===== src/hdl/msc_pkg.sv =====
package msc_pkg;

    // speed words and register bus
    localparam int SPEED_W       = 24;
    localparam int REG_AW        = 8;
    localparam int REG_DW        = 32;

    // interface cycle timing
    localparam int CLK_PERIOD_NS = 10;
    localparam int CYCLE_TIME_NS = 1000;
    localparam int CYCLE_CLKS    = CYCLE_TIME_NS / CLK_PERIOD_NS;

    // register offsets (byte addresses)
    localparam logic [REG_AW-1:0] REG_FINE_TOL   = 8'h00;
    localparam logic [REG_AW-1:0] REG_COARSE_TOL = 8'h04;
    localparam logic [REG_AW-1:0] REG_STATE      = 8'h08;
    localparam logic [REG_AW-1:0] REG_DIFF       = 8'h0C;
    localparam logic [REG_AW-1:0] REG_IRQ_STAT   = 8'h10;
    localparam logic [REG_AW-1:0] REG_IRQ_MASK   = 8'h14;

    // reset values
    localparam logic [SPEED_W-1:0] FINE_TOL_RST   = 24'h000010;
    localparam logic [SPEED_W-1:0] COARSE_TOL_RST = 24'h000100;

    // state register fields
    localparam int ST_FINE      = 0;
    localparam int ST_COARSE    = 1;
    localparam int ST_COMP      = 2;
    localparam int ST_COUPLE    = 3;
    localparam int ST_CPL_PEND  = 4;
    localparam int ST_COMP_PEND = 5;

    // event bits of status and mask registers
    localparam int EV_COUPLED   = 0;
    localparam int EV_DECOUPLED = 1;
    localparam int EV_COMP_ON   = 2;
    localparam int EV_COMP_OFF  = 3;
    localparam int EV_HELD      = 4;
    localparam int EV_W         = 5;

    typedef enum logic [1:0] {
        CPL_OFF      = 2'b00,
        CPL_WAIT_ON  = 2'b01,
        CPL_ON       = 2'b10,
        CPL_WAIT_OFF = 2'b11
    } msc_cpl_e;

    typedef struct packed {
        logic comp_on_req;
        logic couple_req_lead;
        logic couple_req_follow;
    } msc_req_s;

    typedef struct packed {
        logic lead_pos_ctrl;
        logic follow_pos_ctrl;
        logic lead_standstill;
        logic follow_standstill;
        logic lead_chan_reset;
        logic follow_chan_reset;
    } msc_cond_s;

    typedef struct packed {
        logic couple_active;
        logic comp_active;
        logic coarse_speed_tolerance;
        logic fine_speed_tolerance;
    } msc_stat_s;

endpackage


===== src/hdl/msc_speed_window.sv =====
`timescale 1ns/1ns
module msc_speed_window #(
    parameter int SPEED_W = msc_pkg::SPEED_W
) (
    // clock and reset
    input  wire logic               clk,
    input  wire logic               srst,
    // interface cycle strobe
    input  wire logic               tick,
    // actual speeds, signed
    input  wire logic [SPEED_W-1:0] lead_speed,
    input  wire logic [SPEED_W-1:0] follow_speed,
    // window limits
    input  wire logic [SPEED_W-1:0] fine_tolerance_param,
    input  wire logic [SPEED_W-1:0] coarse_tolerance_param,
    // results, refreshed on tick
    output logic      [SPEED_W-1:0] diff_q,
    output logic                    fine_q,
    output logic                    coarse_q
);
    if (SPEED_W < 2)
    begin : g_bad_width
        $error("speed width too small");
    end

    // one extra bit so opposite-sign extremes cannot overflow
    wire logic signed [SPEED_W:0] lead_x   = {lead_speed[SPEED_W-1], lead_speed};
    wire logic signed [SPEED_W:0] follow_x = {follow_speed[SPEED_W-1], follow_speed};
    wire logic signed [SPEED_W:0] delta    = lead_x - follow_x;
    wire logic        [SPEED_W:0] mag_w    = delta[SPEED_W] ? (SPEED_W+1)'(-delta) : delta;
    wire logic                    in_fine  = mag_w <= {1'b0, fine_tolerance_param};
    wire logic                    in_coarse = mag_w <= {1'b0, coarse_tolerance_param};

    always_ff @(posedge clk)
    begin
        if (srst)
        begin
            diff_q   <= '0;
            fine_q   <= 1'b0;
            coarse_q <= 1'b0;
        end
        else if (tick)
        begin
            // saturate: a difference past full scale reads as all ones
            diff_q   <= mag_w[SPEED_W] ? '1 : mag_w[SPEED_W-1:0];
            fine_q   <= in_fine;
            coarse_q <= in_coarse;
        end
    end
endmodule // msc_speed_window


===== src/hdl/msc_coupling_ctrl.sv =====
// Behaviour
// comp request rise enables, fall disables
// compensation starts only with fine tolerance
// comp request fall switches compensation off
// coupling request edges couple or decouple
// switch only under position control, standstill
// both channels must be in reset
// unmet conditions: state kept, no alarm; here EV_HELD is set and can raise irq
// conditions met later: follow request level
// only the following axis request counts
// fine flag while speed difference in window
// coarse flag while difference in window
// compensation-active status mirrors compensation
// partner reads compensation status at slave
// coupling-active status mirrors coupling state
// status levels refreshed each interface cycle
// difference is absolute speed difference
//
// Chosen here: the address map and strobed register access.
`timescale 1ns/1ns
module msc_coupling_ctrl #(
    parameter int CYCLE_CLKS = msc_pkg::CYCLE_CLKS,
    parameter int SPEED_W    = msc_pkg::SPEED_W
) (
    // clock and reset
    input  wire logic                        clk,
    input  wire logic                        srst,
    // register port
    input  wire logic [msc_pkg::REG_AW-1:0]  reg_addr,
    input  wire logic [msc_pkg::REG_DW-1:0]  reg_wdata,
    input  wire logic                        reg_wr,
    input  wire logic                        reg_rd,
    output logic      [msc_pkg::REG_DW-1:0]  reg_rdata,
    output logic                             irq,
    // requests from the controller program
    input  wire msc_pkg::msc_req_s           req,
    // axis and channel conditions
    input  wire msc_pkg::msc_cond_s          cond,
    // actual speeds
    input  wire logic [SPEED_W-1:0]          lead_speed,
    input  wire logic [SPEED_W-1:0]          follow_speed,
    // status levels back to the controller program
    output msc_pkg::msc_stat_s               stat
);
    if (CYCLE_CLKS < 2 || CYCLE_CLKS > 4096)
    begin : g_bad_cycle
        $error("interface cycle length out of range");
    end
    if (SPEED_W != msc_pkg::SPEED_W)
    begin : g_bad_width
        $error("speed width must match the package");
    end

    localparam int CW = $clog2(CYCLE_CLKS);
    localparam int DW = msc_pkg::REG_DW;

    // ---- interface cycle strobe
    logic [CW-1:0] cyc_cnt_q;
    wire logic     tick = cyc_cnt_q == CW'(CYCLE_CLKS - 1);

    always_ff @(posedge clk)
    begin
        if (srst)
            cyc_cnt_q <= '0;
        else
            cyc_cnt_q <= tick ? '0 : cyc_cnt_q + CW'(1);
    end

    // ---- registers
    logic [SPEED_W-1:0]          fine_tol_q;
    logic [SPEED_W-1:0]          coarse_tol_q;
    logic [msc_pkg::EV_W-1:0]    ev_stat_q;
    logic [msc_pkg::EV_W-1:0]    ev_mask_q;
    logic [msc_pkg::REG_DW-1:0]  rdata_q;

    wire logic wr_fine   = reg_wr && reg_addr == msc_pkg::REG_FINE_TOL;
    wire logic wr_coarse = reg_wr && reg_addr == msc_pkg::REG_COARSE_TOL;
    wire logic wr_mask   = reg_wr && reg_addr == msc_pkg::REG_IRQ_MASK;
    wire logic rd_stat   = reg_rd && reg_addr == msc_pkg::REG_IRQ_STAT;

    always_ff @(posedge clk)
    begin
        if (srst)
        begin
            fine_tol_q   <= msc_pkg::FINE_TOL_RST;
            coarse_tol_q <= msc_pkg::COARSE_TOL_RST;
            ev_mask_q    <= '0;
        end
        else
        begin
            if (wr_fine)
                fine_tol_q <= reg_wdata[SPEED_W-1:0];
            if (wr_coarse)
                coarse_tol_q <= reg_wdata[SPEED_W-1:0];
            if (wr_mask)
                ev_mask_q <= reg_wdata[msc_pkg::EV_W-1:0];
        end
    end

    // ---- speed windows
    logic [SPEED_W-1:0] diff_q;
    logic               fine_q;
    logic               coarse_q;

    msc_speed_window #(
        .SPEED_W (SPEED_W)
    ) u_window (
        .clk                    (clk),
        .srst                   (srst),
        .tick                   (tick),
        .lead_speed             (lead_speed),
        .follow_speed           (follow_speed),
        .fine_tolerance_param   (fine_tol_q),
        .coarse_tolerance_param (coarse_tol_q),
        .diff_q                 (diff_q),
        .fine_q                 (fine_q),
        .coarse_q               (coarse_q)
    );

    // ---- request sampling, once per interface cycle
    logic cpl_prev_q;
    logic comp_prev_q;

    // the leading axis copy of the coupling request is never looked at
    wire logic cpl_lvl   = req.couple_req_follow;
    wire logic cpl_rise  = tick && cpl_lvl && !cpl_prev_q;
    wire logic cpl_fall  = tick && !cpl_lvl && cpl_prev_q;
    wire logic comp_lvl  = req.comp_on_req;
    wire logic comp_rise = tick && comp_lvl && !comp_prev_q;
    wire logic comp_fall = tick && !comp_lvl && comp_prev_q;

    always_ff @(posedge clk)
    begin
        if (srst)
        begin
            cpl_prev_q  <= 1'b0;
            comp_prev_q <= 1'b0;
        end
        else if (tick)
        begin
            cpl_prev_q  <= cpl_lvl;
            comp_prev_q <= comp_lvl;
        end
    end

    // ---- switching conditions
    wire logic pos_ok   = cond.lead_pos_ctrl && cond.follow_pos_ctrl;
    wire logic still_ok = cond.lead_standstill && cond.follow_standstill;
    wire logic chan_ok  = cond.lead_chan_reset && cond.follow_chan_reset;
    wire logic allowed  = pos_ok && still_ok && chan_ok;

    // ---- coupling state machine
    msc_pkg::msc_cpl_e cpl_q;
    msc_pkg::msc_cpl_e cpl_d;

    always_comb
    begin
        cpl_d = cpl_q;
        case (cpl_q)
            msc_pkg::CPL_OFF:
                if (cpl_rise)
                    cpl_d = allowed ? msc_pkg::CPL_ON : msc_pkg::CPL_WAIT_ON;
            msc_pkg::CPL_WAIT_ON:
                if (tick && !cpl_lvl)
                    cpl_d = msc_pkg::CPL_OFF;
                else if (tick && allowed)
                    cpl_d = msc_pkg::CPL_ON;
            msc_pkg::CPL_ON:
                if (cpl_fall)
                    cpl_d = allowed ? msc_pkg::CPL_OFF : msc_pkg::CPL_WAIT_OFF;
            msc_pkg::CPL_WAIT_OFF:
                if (tick && cpl_lvl)
                    cpl_d = msc_pkg::CPL_ON;
                else if (tick && allowed)
                    cpl_d = msc_pkg::CPL_OFF;
            default:
                cpl_d = msc_pkg::CPL_OFF;
        endcase
    end

    always_ff @(posedge clk)
    begin
        if (srst)
            cpl_q <= msc_pkg::CPL_OFF;
        else
            cpl_q <= cpl_d;
    end

    wire logic coupled_now  = cpl_q == msc_pkg::CPL_ON || cpl_q == msc_pkg::CPL_WAIT_OFF;
    wire logic coupled_next = cpl_d == msc_pkg::CPL_ON || cpl_d == msc_pkg::CPL_WAIT_OFF;
    wire logic cpl_pend     = cpl_q == msc_pkg::CPL_WAIT_ON || cpl_q == msc_pkg::CPL_WAIT_OFF;

    // ---- torque compensation
    logic comp_q;
    logic comp_pend_q;

    // a request raised outside the fine window waits for it instead of being lost
    wire logic comp_on  = tick && !comp_q && fine_q
                          && (comp_rise || (comp_pend_q && comp_lvl));
    wire logic comp_off = comp_fall && comp_q;

    always_ff @(posedge clk)
    begin
        if (srst)
        begin
            comp_q      <= 1'b0;
            comp_pend_q <= 1'b0;
        end
        else
        begin
            if (comp_on)
                comp_q <= 1'b1;
            else if (comp_off)
                comp_q <= 1'b0;
            if (comp_fall || comp_on)
                comp_pend_q <= 1'b0;
            else if (comp_rise)
                comp_pend_q <= 1'b1;
        end
    end

    // ---- status levels; only change on the interface cycle
    assign stat.couple_active          = coupled_now;
    assign stat.comp_active            = comp_q;
    assign stat.coarse_speed_tolerance = coarse_q;
    assign stat.fine_speed_tolerance   = fine_q;

    // ---- events and interrupt
    wire logic [msc_pkg::EV_W-1:0] ev_set = {
        (cpl_rise || cpl_fall) && !allowed,
        comp_off,
        comp_on,
        coupled_now && !coupled_next,
        !coupled_now && coupled_next
    };

    always_ff @(posedge clk)
    begin
        if (srst)
            ev_stat_q <= '0;
        else
            ev_stat_q <= (rd_stat ? '0 : ev_stat_q) | ev_set;
    end

    assign irq = |(ev_stat_q & ev_mask_q);

    // ---- read data, valid the cycle after the strobe only
    logic [msc_pkg::REG_DW-1:0] state_word;

    always_comb
    begin
        state_word                        = '0;
        state_word[msc_pkg::ST_FINE]      = fine_q;
        state_word[msc_pkg::ST_COARSE]    = coarse_q;
        state_word[msc_pkg::ST_COMP]      = comp_q;
        state_word[msc_pkg::ST_COUPLE]    = coupled_now;
        state_word[msc_pkg::ST_CPL_PEND]  = cpl_pend;
        state_word[msc_pkg::ST_COMP_PEND] = comp_pend_q;
    end

    wire logic [msc_pkg::REG_DW-1:0] rd_mux =
        reg_addr == msc_pkg::REG_FINE_TOL   ? DW'(fine_tol_q)   :
        reg_addr == msc_pkg::REG_COARSE_TOL ? DW'(coarse_tol_q) :
        reg_addr == msc_pkg::REG_STATE      ? state_word        :
        reg_addr == msc_pkg::REG_DIFF       ? DW'(diff_q)       :
        reg_addr == msc_pkg::REG_IRQ_STAT   ? DW'(ev_stat_q)    :
        reg_addr == msc_pkg::REG_IRQ_MASK   ? DW'(ev_mask_q)    :
                                              '0;

    always_ff @(posedge clk)
    begin
        if (srst)
            rdata_q <= '0;
        else
            rdata_q <= reg_rd ? rd_mux : '0;
    end

    assign reg_rdata = rdata_q;
endmodule // msc_coupling_ctrl


===== config.mk =====
export PLATFORM = sky130hd
export DESIGN_NAME = msc_coupling_ctrl
export DESIGN_NICKNAME = d
export VERILOG_FILES = /design/src/hdl/msc_pkg.sv /design/src/hdl/msc_speed_window.sv /design/src/hdl/msc_coupling_ctrl.sv
export SDC_FILE = /design/constraint.sdc
export NUM_CORES = 1
export LEC_CHECK = 0
export ABC_AREA = 1
export BUFFER_PORTS_ARGS = -buffer_cell sky130_fd_sc_hd__buf_2
export CAP_MARGIN = 40
export CORE_AREA = 5 5 131 133
export CTS_CLUSTER_DIAMETER = 150
export CTS_CLUSTER_SIZE = 20
export DETAILED_ROUTE_END_ITERATION = 10
export DIE_AREA = 0 0 136 138
export HOLD_SLACK_MARGIN = 0.03
export PLACE_DENSITY = 0.79
export SLEW_MARGIN = 25
export SYNTH_ARGS = -nofsm -noshare
export SYNTH_HDL_FRONTEND = slang
export SYNTH_HIERARCHICAL = 1
export SYNTH_SLANG_ARGS = --single-unit

===== constraint.sdc =====
create_clock -name clk -period 3.9 [get_ports clk]
set_clock_uncertainty 0.05 [all_clocks]
set_input_delay 0.195 -clock clk [delete_from_list [all_inputs] [get_ports clk]]
set_output_delay 0.195 -clock clk [all_outputs]
set_load 0.02 [all_outputs]

# After elaboration in Yosys (flattened, before gate mapping)
# Index checks and enable logic that the tools add are counted.
# W data, S select, Z words.
[totals] input_bits=101 wordCells=102 reg_bits=129 out_inout_bits=37
[classes] n_lt_le_gt_ge=2 bitwise_logic=3 n_eq_ne=11 n_mux=20 reduce_logical=48 addsub=3
[ops] cell="$mux W24" n=5
[ops] cell="$le A25 B24 Y1" n=2
[ops] cell="$logic_and A1 B1 Y1" n=26
[ops] cell="$mux W25" n=1
[ops] cell="$neg A25 Y25" n=1
[ops] cell="$sub A24 B24 Y25" n=1
[ops] cell="$eq A8 B4 Y1 const B" n=2
[ops] cell="$eq A8 B5 Y1 const B" n=2
[ops] cell="$mux W2" n=8
[ops] cell="$mux W5" n=3
[ops] cell="$eq A2 B2 Y1 const B" n=4
[ops] cell="$eq A8 B3 Y1 const B" n=1
[ops] cell="$logic_not A1 Y1" n=8
[ops] cell="$logic_not A8 Y1" n=1
[ops] cell="$pmux W2 S4" n=1
[ops] cell="$add A7 B1 Y7 const B" n=1
[ops] cell="$eq A7 B7 Y1 const B" n=1
[ops] cell="$reduce_or A7 Y1" n=1
[ops] cell="$logic_or A1 B1 Y1" n=6
[ops] cell="$reduce_or A2 Y1" n=3
[ops] cell="$and A5 B5 Y5" n=1
[ops] cell="$or A5 B5 Y5" n=1
[ops] cell="$reduce_or A5 Y1" n=1
[ops] cell="$eq A2 B1 Y1 const B" n=1
[ops] cell="other kinds (4)" n=5

# Logic depth before layout (Yosys ltp)
# Gate-level depths: netlist of run 1.
[logic_depth] depth_word=12 depth_mapped=34

# Hierarchy
# The synthesis of run 1 kept the hierarchy.
[by_module_without_submodules] module="msc_speed_window" cells_each=921 area_each_um2=4982.3 instances=1
[by_module_without_submodules] module="msc_coupling_ctrl" cells_each=572 area_each_um2=4184.0 instances=1

# Least setup slack after synthesis of run 1
# Ideal clock, no wire load.
[synth_path] path_kind="in2reg" startpoint="input port lead_speed[0]" endpoint="register u_window.fine_q" cell_stages=29 arrival_time_ps=3276 setup_time_ps=132 path_slack_ps=442 path_cell_list="inv_1 > ha_1 > fa_1 > ha_1 > inv_1 > nor2_1 > nand3_1 > nor2_1 > nand2_1 > nor2_2 > nand3_2 > nand2_1 > nand3_1 > nand2_1 > inv_1 > ha_1 > nand2_1 > nor4_1 > nand2_1 > nand2_1 > nand2_1 > nand2_1 > nand2_1 > nand2_1 > nand2_1 > nand2_1 > nand2_1 > nand3_1 > a21oi_1"
[synth_via] elab_chain_cells=4
[synth_rtl] item="from (decl)" line="msc_coupling_ctrl.sv:40" source="input wire logic [SPEED_W-1:0] lead_speed,"
[synth_rtl] item="$sub A24 B24 Y25 *" line="msc_speed_window.sv:29" source="wire logic signed [SPEED_W:0] delta = lead_x - follow_x;"
[synth_rtl] item="$neg A25 Y25" line="msc_speed_window.sv:30" source="wire logic [SPEED_W:0] mag_w = delta[SPEED_W] ? (SPEED_W+1)'(-delta) : delta;"
[synth_rtl] item="$mux W25 *" line="msc_speed_window.sv:30"
[synth_rtl] item="$le A25 B24 Y1 *" line="msc_speed_window.sv:31" source="wire logic in_fine = mag_w <= {1'b0, fine_tolerance_param};"
[synth_rtl] item="to (signal assigned)" line="msc_speed_window.sv:46" source="fine_q <= in_fine;"
[synth_rtl] item="to (decl)" line="msc_speed_window.sv:18" source="output logic fine_q,"
# Every way passes the cells marked *; elsewhere a longest branch is shown, timed or not.
# A chain may end at the register's enable or synchronous reset.

# Worst setup path after layout of run 1
# Same ends and word-level chain as after synthesis.

==> impl_metrics.yaml, run 1 <==
global_route:
  grt_overflow: 0
  grt_max_degree: 42
  first_global_vias: 8932
  grt_pass1_wl_um: 40900
  antenna_found_initial: 0
  grtUsageTotal_pct: 26.2
floorplanning:
  die_w_um: 136
  die_h_um: 138
  coreArea_um2: 15700
  core.rowCount: 46
  die-area_um2: 18800
  start_util_pct: 58.3
  io_pins: 138
worst_setup_path:
  worstPathArrival_ps: 3870
  cp.required_ps: 4190
  crit_type: "in -> reg"
  ff2ff_path_depth: 7
  slowest_delay_ps: 530
  critPathBufInv: 4
  start_kind: "input port"
  critPathSlowestCell: "fa_1"
  cp_max_fo: 4
  cpLargestDelayFamily: "simple AND/OR/NAND/NOR gates"
  rr_endpoint: "comp_q$_SDFFE_PP0P_"
  crit_top_cell: "nand2_1"
  reg2reg_from: "cyc_cnt_q[0]$_SDFF_PP0_"
  crit_cells: 28
  ff2ff_setup_slack_ps: 1790
  end_kind: "flip-flop"
route:
  vias: 9630
  wl_um: 24800
  ant_nets: 0
  drc: 0
  routedWlPerCell_um: 13.4
  routed_via_density: 5.20
  dr.first_iter.drc_count: 737
  first_pass_iters: 5
sta:
  finalCriticalPeriod_ps: 3580
  relSlewSlack_pct: 51.4
  setup_slack_ps: 315
  worst_pin_slew_ps: 730
  setup_viol: 0
  hold_viol_final: 0
  drv_slew: 0
  period_share_pct: 91.9
  fmax_mhz: 279
  rsz0062_at_grt: "false"
  whs_ps: 37.4
finish:
  fin_area_um2: 10700
  fillers: 1376
  layout.cells.non_filler: 1852
  utilization_pct: 68.3
  mostFrequentLayoutCells: "nand2_1, inv_1, nor2_1"
  final_common_cell: "nand2_1"
  fin_nets: 1800
  diodes: 0
  drive_above_1_share_pct: 13.0
  syn2layout_area_growth_pct: 17.1
worst_hold_path:
  min_to: "coarse_tol_q[6]$_SDFFE_PP0P_"
  worstHoldStart: "reg_wdata[6]"
  hold_path_class: "in -> reg"
  whs_path_depth: 3
synth:
  synth-edff-count: 0
  synthArstFlopShare_pct: 0
  ys.flop_type: "dfxtp_1"
  synth_cells: 1493
  synth_area_um2: 9170
  avgSynthCellArea_um2: 6.14
  yosysUniqueCellTypes: 45
  yosys_warnings: 6
  synth_seq_cells: 121
  seq_area_frac_synth_pct: 26.4
cts:
  cts_tree: "built"
  clk_pin_slew_ps: 60
  clk_path_buf_depth: 2
  htree_num_levels: 4
  clk-insertion-delay-late_ps: 410
  numCtsBuffers: 17
  cts-root-buf: "clkbuf_16"
  cts_sinks: 121
placed_design:
  place_inst: 1804
  placed_cell_area_um2: 9890
  dp_worst_setup_slack_ps: -68.7
  globalplace.congestion: 0.951
  dp_hpwl_um: 18500
  placement.io_buffers: 120
pwr:
  p_per_area_nw_per_um2: 382
  p_leak_nw: 5.60
  max-vdd-ir-drop_mv: 0.277
outcome:
  status: "finished clean"
flow_run:
  cap_violations: 0
-- through the flow --
stage,setup TNS [ps],power (W)
detailed placement,-123,0.00239
CTS,0,0.00408
global route,0,0.00435
finish,0,0.00410
floorplan,0,0.00211
global placement,0,0.00236
-- metal layers --
layer / vias up / track usage (%) / wire length (um)
met2: 374 / 45.0 / 11700
met1: 4272 / 32.9 / 10700
met3: 59 / 4.25 / 1660
met5: - / 0 / 0
li1: 4925 / - / -
met4: 0 / 9.71 / 727
-- report_power, final --
group / internal (W) / switching [W]
clock network: 0.00112 / 0.000567
logic: 0.000430 / 0.000739
registers: 0.00124 / 0.00000666
total: 0.00279 / 0.00131
-- cell type report --
type	instances	area (um^2)	area share [%]
multi-input combinational	1022	5340	49.7
timing repair buffer	154	910	8.48
sequential	121	2420	22.6
clock inverter	11	170	1.59
tap	216	270	2.52
inverter	308	1160	10.8
clock buffer	20	467	4.35
-- how the worst max path moves through the flow --
stage                        from                             end  slack (ps)
floorplan           lead_speed[0]    u_window/fine_q$_SDFFE_PP0P_         440
global placement    lead_speed[0]    u_window/fine_q$_SDFFE_PP0P_          60
detailed placement  lead_speed[0]  u_window/coarse_q$_SDFFE_PP0P_         -70
global route        lead_speed[0]    u_window/fine_q$_SDFFE_PP0P_           1
finish              lead_speed[0]    u_window/fine_q$_SDFFE_PP0P_         320
CTS                 lead_speed[0]  u_window/coarse_q$_SDFFE_PP0P_         350
-- sequential cells by signal, indices dropped and copies added (netlist names) --
register           cells
comp_pend_q            1
fine_tol_q            24
comp_prev_q            1
u_window/diff_q       24
cpl_prev_q             1
coarse_tol_q          24
u_window/coarse_q      1
ev_stat_q              5
cyc_cnt_q              7
ev_mask_q              5
u_window/fine_q        1
reg_rdata             24
cpl_q                  2
comp_q                 1
-- kinds of logic (layout without fill, tap and decap cells) --
logic type | after synthesis | in the layout | share of synthesized area [%]
AND/OR/NAND/NOR | 687 | 687 | 32.4
buffers and inverters | 357 | 493 | 16.1
AO/OA/AOI/OAI | 239 | 239 | 13.5
flip-flops | 121 | 121 | 26.4
adder cells (fa/ha/maj) | 75 | 75 | 10.3
XOR/XNOR | 13 | 13 | 1.24
other | 1 | 8 | 0.0409
-- worst register-to-register path, delay by kind of cell (launching register included) --
family / cells / cell delay [ps]
flip-flops: 1 / 360
AO/OA/AOI/OAI: 2 / 490
AND/OR/NAND/NOR: 2 / 230
buffers and inverters: 2 / 600
adder cells (fa/ha/maj): 1 / 260
-- repair_timing --
| action | CTS | global route |
|---|---|---|
| setup buffers | 0 | 0 |
| endpoints found under the hold margin | 25 | 0 |
| setup endpoints to repair | 0 | 2 |
| resized for setup | 0 | 8 |
| hold buffers | 17 | 0 |
-- cells in the mapped netlist, types with 3 or more instances --
master | instances | area share (%)
nand3_1 | 104 | 5.7
nand2_4 | 3 | 0.37
nor4_1 | 3 | 0.20
nand2_2 | 7 | 0.48
nor2_2 | 9 | 0.61
nand4_1 | 21 | 1.4
dfxtp_1 | 121 | 26
o21a_1 | 3 | 0.25
a21oi_1 | 100 | 5.5
o21ai_1 | 33 | 1.8
clkinv_1 | 3 | 0.12
nand3_2 | 3 | 0.33
nand3b_1 | 3 | 0.25
nor2_1 | 160 | 6.6
xor2_1 | 11 | 1.1
inv_2 | 6 | 0.25
nand2_1 | 348 | 14
and2_1 | 5 | 0.34
o211ai_1 | 3 | 0.25
ha_1 | 74 | 10
nor3_1 | 12 | 0.66
buf_6 | 9 | 1.1
buf_4 | 12 | 0.98
o21ai_0 | 91 | 5.0
inv_1 | 299 | 12
clkbuf_1 | 18 | 0.74
buf_2 | 9 | 0.49
(Power assumes the default switching activity.)
==> run 2: changes to the inputs <==
--- a/config.mk
+++ b/config.mk
@@ -5,16 +5,17 @@
 export SDC_FILE = /design/constraint.sdc
 export NUM_CORES = 1
 export LEC_CHECK = 0
-export ABC_AREA = 1
+export ABC_CLOCK_PERIOD_IN_PS = 3900
 export BUFFER_PORTS_ARGS = -buffer_cell sky130_fd_sc_hd__buf_2
 export CAP_MARGIN = 40
-export CORE_AREA = 5 5 131 133
+export CORE_AREA = 5 5 128 130
 export CTS_CLUSTER_DIAMETER = 150
 export CTS_CLUSTER_SIZE = 20
 export DETAILED_ROUTE_END_ITERATION = 10
-export DIE_AREA = 0 0 136 138
+export DIE_AREA = 0 0 133 135
 export HOLD_SLACK_MARGIN = 0.03
-export PLACE_DENSITY = 0.79
+export PLACE_DENSITY = 0.78
+export SKIP_CTS_REPAIR_TIMING = 1
 export SLEW_MARGIN = 25
 export SYNTH_ARGS = -nofsm -noshare
 export SYNTH_HDL_FRONTEND = slang
==> run 2 against run 1 <==
  * The run now ends with negative hold slack, negative setup slack left
  * Non-clock buffer count rose by 178
  * Final cell count fell by 15%
  * Combinational power rose by 68%
  * Critical path type unchanged
  * Flip-flop and latch count did not move
==> impl_metrics.yaml, run 2 <==
global_route:
  met3_usage_pct: 4.88
  grt_pass1_wl_um: 39300
  grt_max_degree: 52
  use_met2_pct: 46.0
  first_global_vias: 8441
  top_usage_layer: "met2"
  antenna_found_initial: 0
  use_met1_pct: 32.4
  grt_overflow: 0
  grtUsageTotal_pct: 26.2
finish:
  final_common_cell: "buf_4"
  syn2layout_area_growth_pct: 36.4
  drive_above_1_share_pct: 30.4
  mostFrequentLayoutCells: "buf_4, nor2_1, dfxtp_1"
  fillers: 977
  fin_nets: 1553
  diodes: 0
  layout.cells.non_filler: 1578
sta:
  relSlewSlack_pct: 50.7
  setup_slack_ps: -344
  hold_viol_final: 1
  whs_ps: -1.71
  fmax_mhz: 236
  drv_slew: 0
  rsz0062_at_grt: "true"
  setup_viol: 2
  period_share_pct: 109
  finalCriticalPeriod_ps: 4240
  worst_pin_slew_ps: 740
route:
  dr.first_iter.drc_count: 712
  vias: 8925
  first_pass_iters: 5
  drc: 0
  routedWlPerCell_um: 16.2
  wl_um: 25600
  routed_via_density: 5.66
  ant_nets: 0
floorplanning:
  coreArea_um2: 15000
  core.rowCount: 45
  die-area_um2: 18000
  die_h_um: 135
  io_pins: 138
  die_w_um: 133
  start_util_pct: 56.8
cts:
  clk-insertion-delay-late_ps: 420
  clk_path_buf_depth: 2
  numCtsBuffers: 17
  cts_sinks: 121
  htree_num_levels: 4
  clk_pin_slew_ps: 60
  cts-root-buf: "clkbuf_16"
  cts_tree: "built"
pwr:
  p_per_area_nw_per_um2: 416
  p_leak_nw: 5.39
  max-vdd-ir-drop_mv: 0.290
worst_setup_path:
  end_kind: "flip-flop"
  critPathSlowestCell: "o41a_1"
  worstPathArrival_ps: 4550
  slowest_delay_ps: 480
  critPathBufInv: 4
  path_cells: "buf_8, inv_8, ha_4, fa_2, nor2b_4, o31a_1, o221ai_2, o41ai_2, or3b_4, or4_4, o41a_1, xnor2_2, inv_1, buf_4, ha_1, nor2b_1, o21ai_0, a21oi_1, a2111oi_4, o21ai_1, a21oi_1"
  cp.required_ps: 4200
  start_kind: "input port"
  cp_max_fo: 5
  crit_type: "in -> reg"
  crit_top_cell: "a21oi_1"
  cpLargestDelayFamily: "compound AO/OA/AOI/OAI gates"
synth:
  synth_top_family_by_area: "simple AND/OR/NAND/NOR gates"
  synthArstFlopShare_pct: 0
  synthMuxAreaShare_pct: 4.58
  seq_area_frac_synth_pct: 28.4
  synth_compound_area_share_pct: 21.0
  ys.flop_type: "dfxtp_1"
  synth_area_um2: 8540
  synth_fa_ha_area_share_pct: 11.1
  synthSimpleGateAreaFrac_pct: 21.3
  avgSynthCellArea_um2: 7.87
  synth_top_cell_area_share_pct: 28.4
  synthXorXnorAreaFrac_pct: 4.82
  synth-edff-count: 0
  synth_area_leaders: "dfxtp_1, ha_1, nor2_1"
  synth_cells: 1086
  yosysTopAreaCell: "dfxtp_1"
  synth_seq_cells: 121
  yosys_warnings: 6
  yosysUniqueCellTypes: 87
  synth_commonest_cells: "nor2_1, dfxtp_1, nand2_1"
  yosysMostFrequentCell: "nor2_1"
worst_hold_path:
  hold_path_class: "in -> reg"
outcome:
  status: "finished, violations left"
  violations: "negative hold slack, negative setup slack"
placed_design:
  dp_hpwl_um: 17700
  placement.io_buffers: 120
  globalplace.congestion: 0.907
  dp_worst_setup_slack_ps: -983
  place_inst: 1516
flow_run:
  cap_violations: 0
## run 2: changes by cell type in the layout (fill, tap and decap cells not counted), sizes merged, moves of 12 or more
cell,before,now
mux2i,0,38
nand3,107,21
a211oi,2,30
o21ai,124,51
nor2b,0,12
a21oi,102,79
nor3,14,30
inv,305,111
nor2,172,127
nand2,358,120
a21o,0,18
buf,137,310
xnor2,2,29
## run 2: report_power, final
group	total, W	internal (W)	leakage (nW)	switching [W]
Sequential	0.00124	0.00124	0.975	0.00000407
Combinational	0.00196	0.00100	4.12	0.000959
Clock	0.00164	0.00102	0.291	0.000620
Total	0.00484	0.00326	5.39	0.00158
## run 2: logic make-up (layout without fill, tap and decap cells)
family,after synthesis,after routing
simple gates,377,377
compound gates,253,253
buf+inv,173,470
flops,121,121
fa+ha+maj,75,75
xor+xnor,47,47
mux,39,39
other cells,1,8
## run 2: metrics by stage
stage	power, W	utilization [%]	area, um^2	TNS (ps)
floorplan	0.00222	-	8660	-710
global placement	0.00298	69.9	10500	-1630
detailed placement	0.00303	70.2	10600	-1940
CTS	0.00468	74.3	11200	-1060
global route	0.00507	77.5	11700	-1010
finish	0.00484	77.5	11700	-649
## run 2: worst reg2reg max path, stage by stage (launching register included)
cell and delay (ps):
dfxtp_1 350, or4b_1 730, nor2_2 470, buf_4 380, nor2_1 140, a211oi_2 230
## run 2: per-layer routing
layer / wire length [um] / vias to the layer above
met4: 538 / 0
met1: 10500 / 4173
li1: - / 4325
met3: 1760 / 54
met5: 0 / -
met2: 12900 / 373
## run 2: area by class of cell
| cell class | instances | area [um^2] | share of cell area, % |
|---|---|---|---|
| flip-flops and latches | 121 | 2420 | 20.8 |
| clock inverters | 15 | 191 | 1.64 |
| inverters | 106 | 405 | 3.48 |
| well taps | 188 | 235 | 2.02 |
| repair buffers | 332 | 2330 | 20.0 |
| clock buffers | 17 | 425 | 3.65 |
| multi-input cells | 799 | 5650 | 48.4 |
## run 2: path summary, 6_finish.rpt
kind                                      start                               end  slack (ps)  cells past startpoint
setup / recovery                  lead_speed[0]      u_window/fine_q$_SDFFE_PP0P_        -340                     21
hold reg to reg   coarse_tol_q[14]$_SDFFE_PP0P_     coarse_tol_q[14]$_SDFFE_PP0P_         420                      2
setup reg to reg        cyc_cnt_q[2]$_SDFF_PP0_  u_window/diff_q[20]$_SDFFE_PP0P_        1460                      5
hold / removal                     reg_wdata[5]        fine_tol_q[5]$_SDFFE_PP0P_          -2                      3
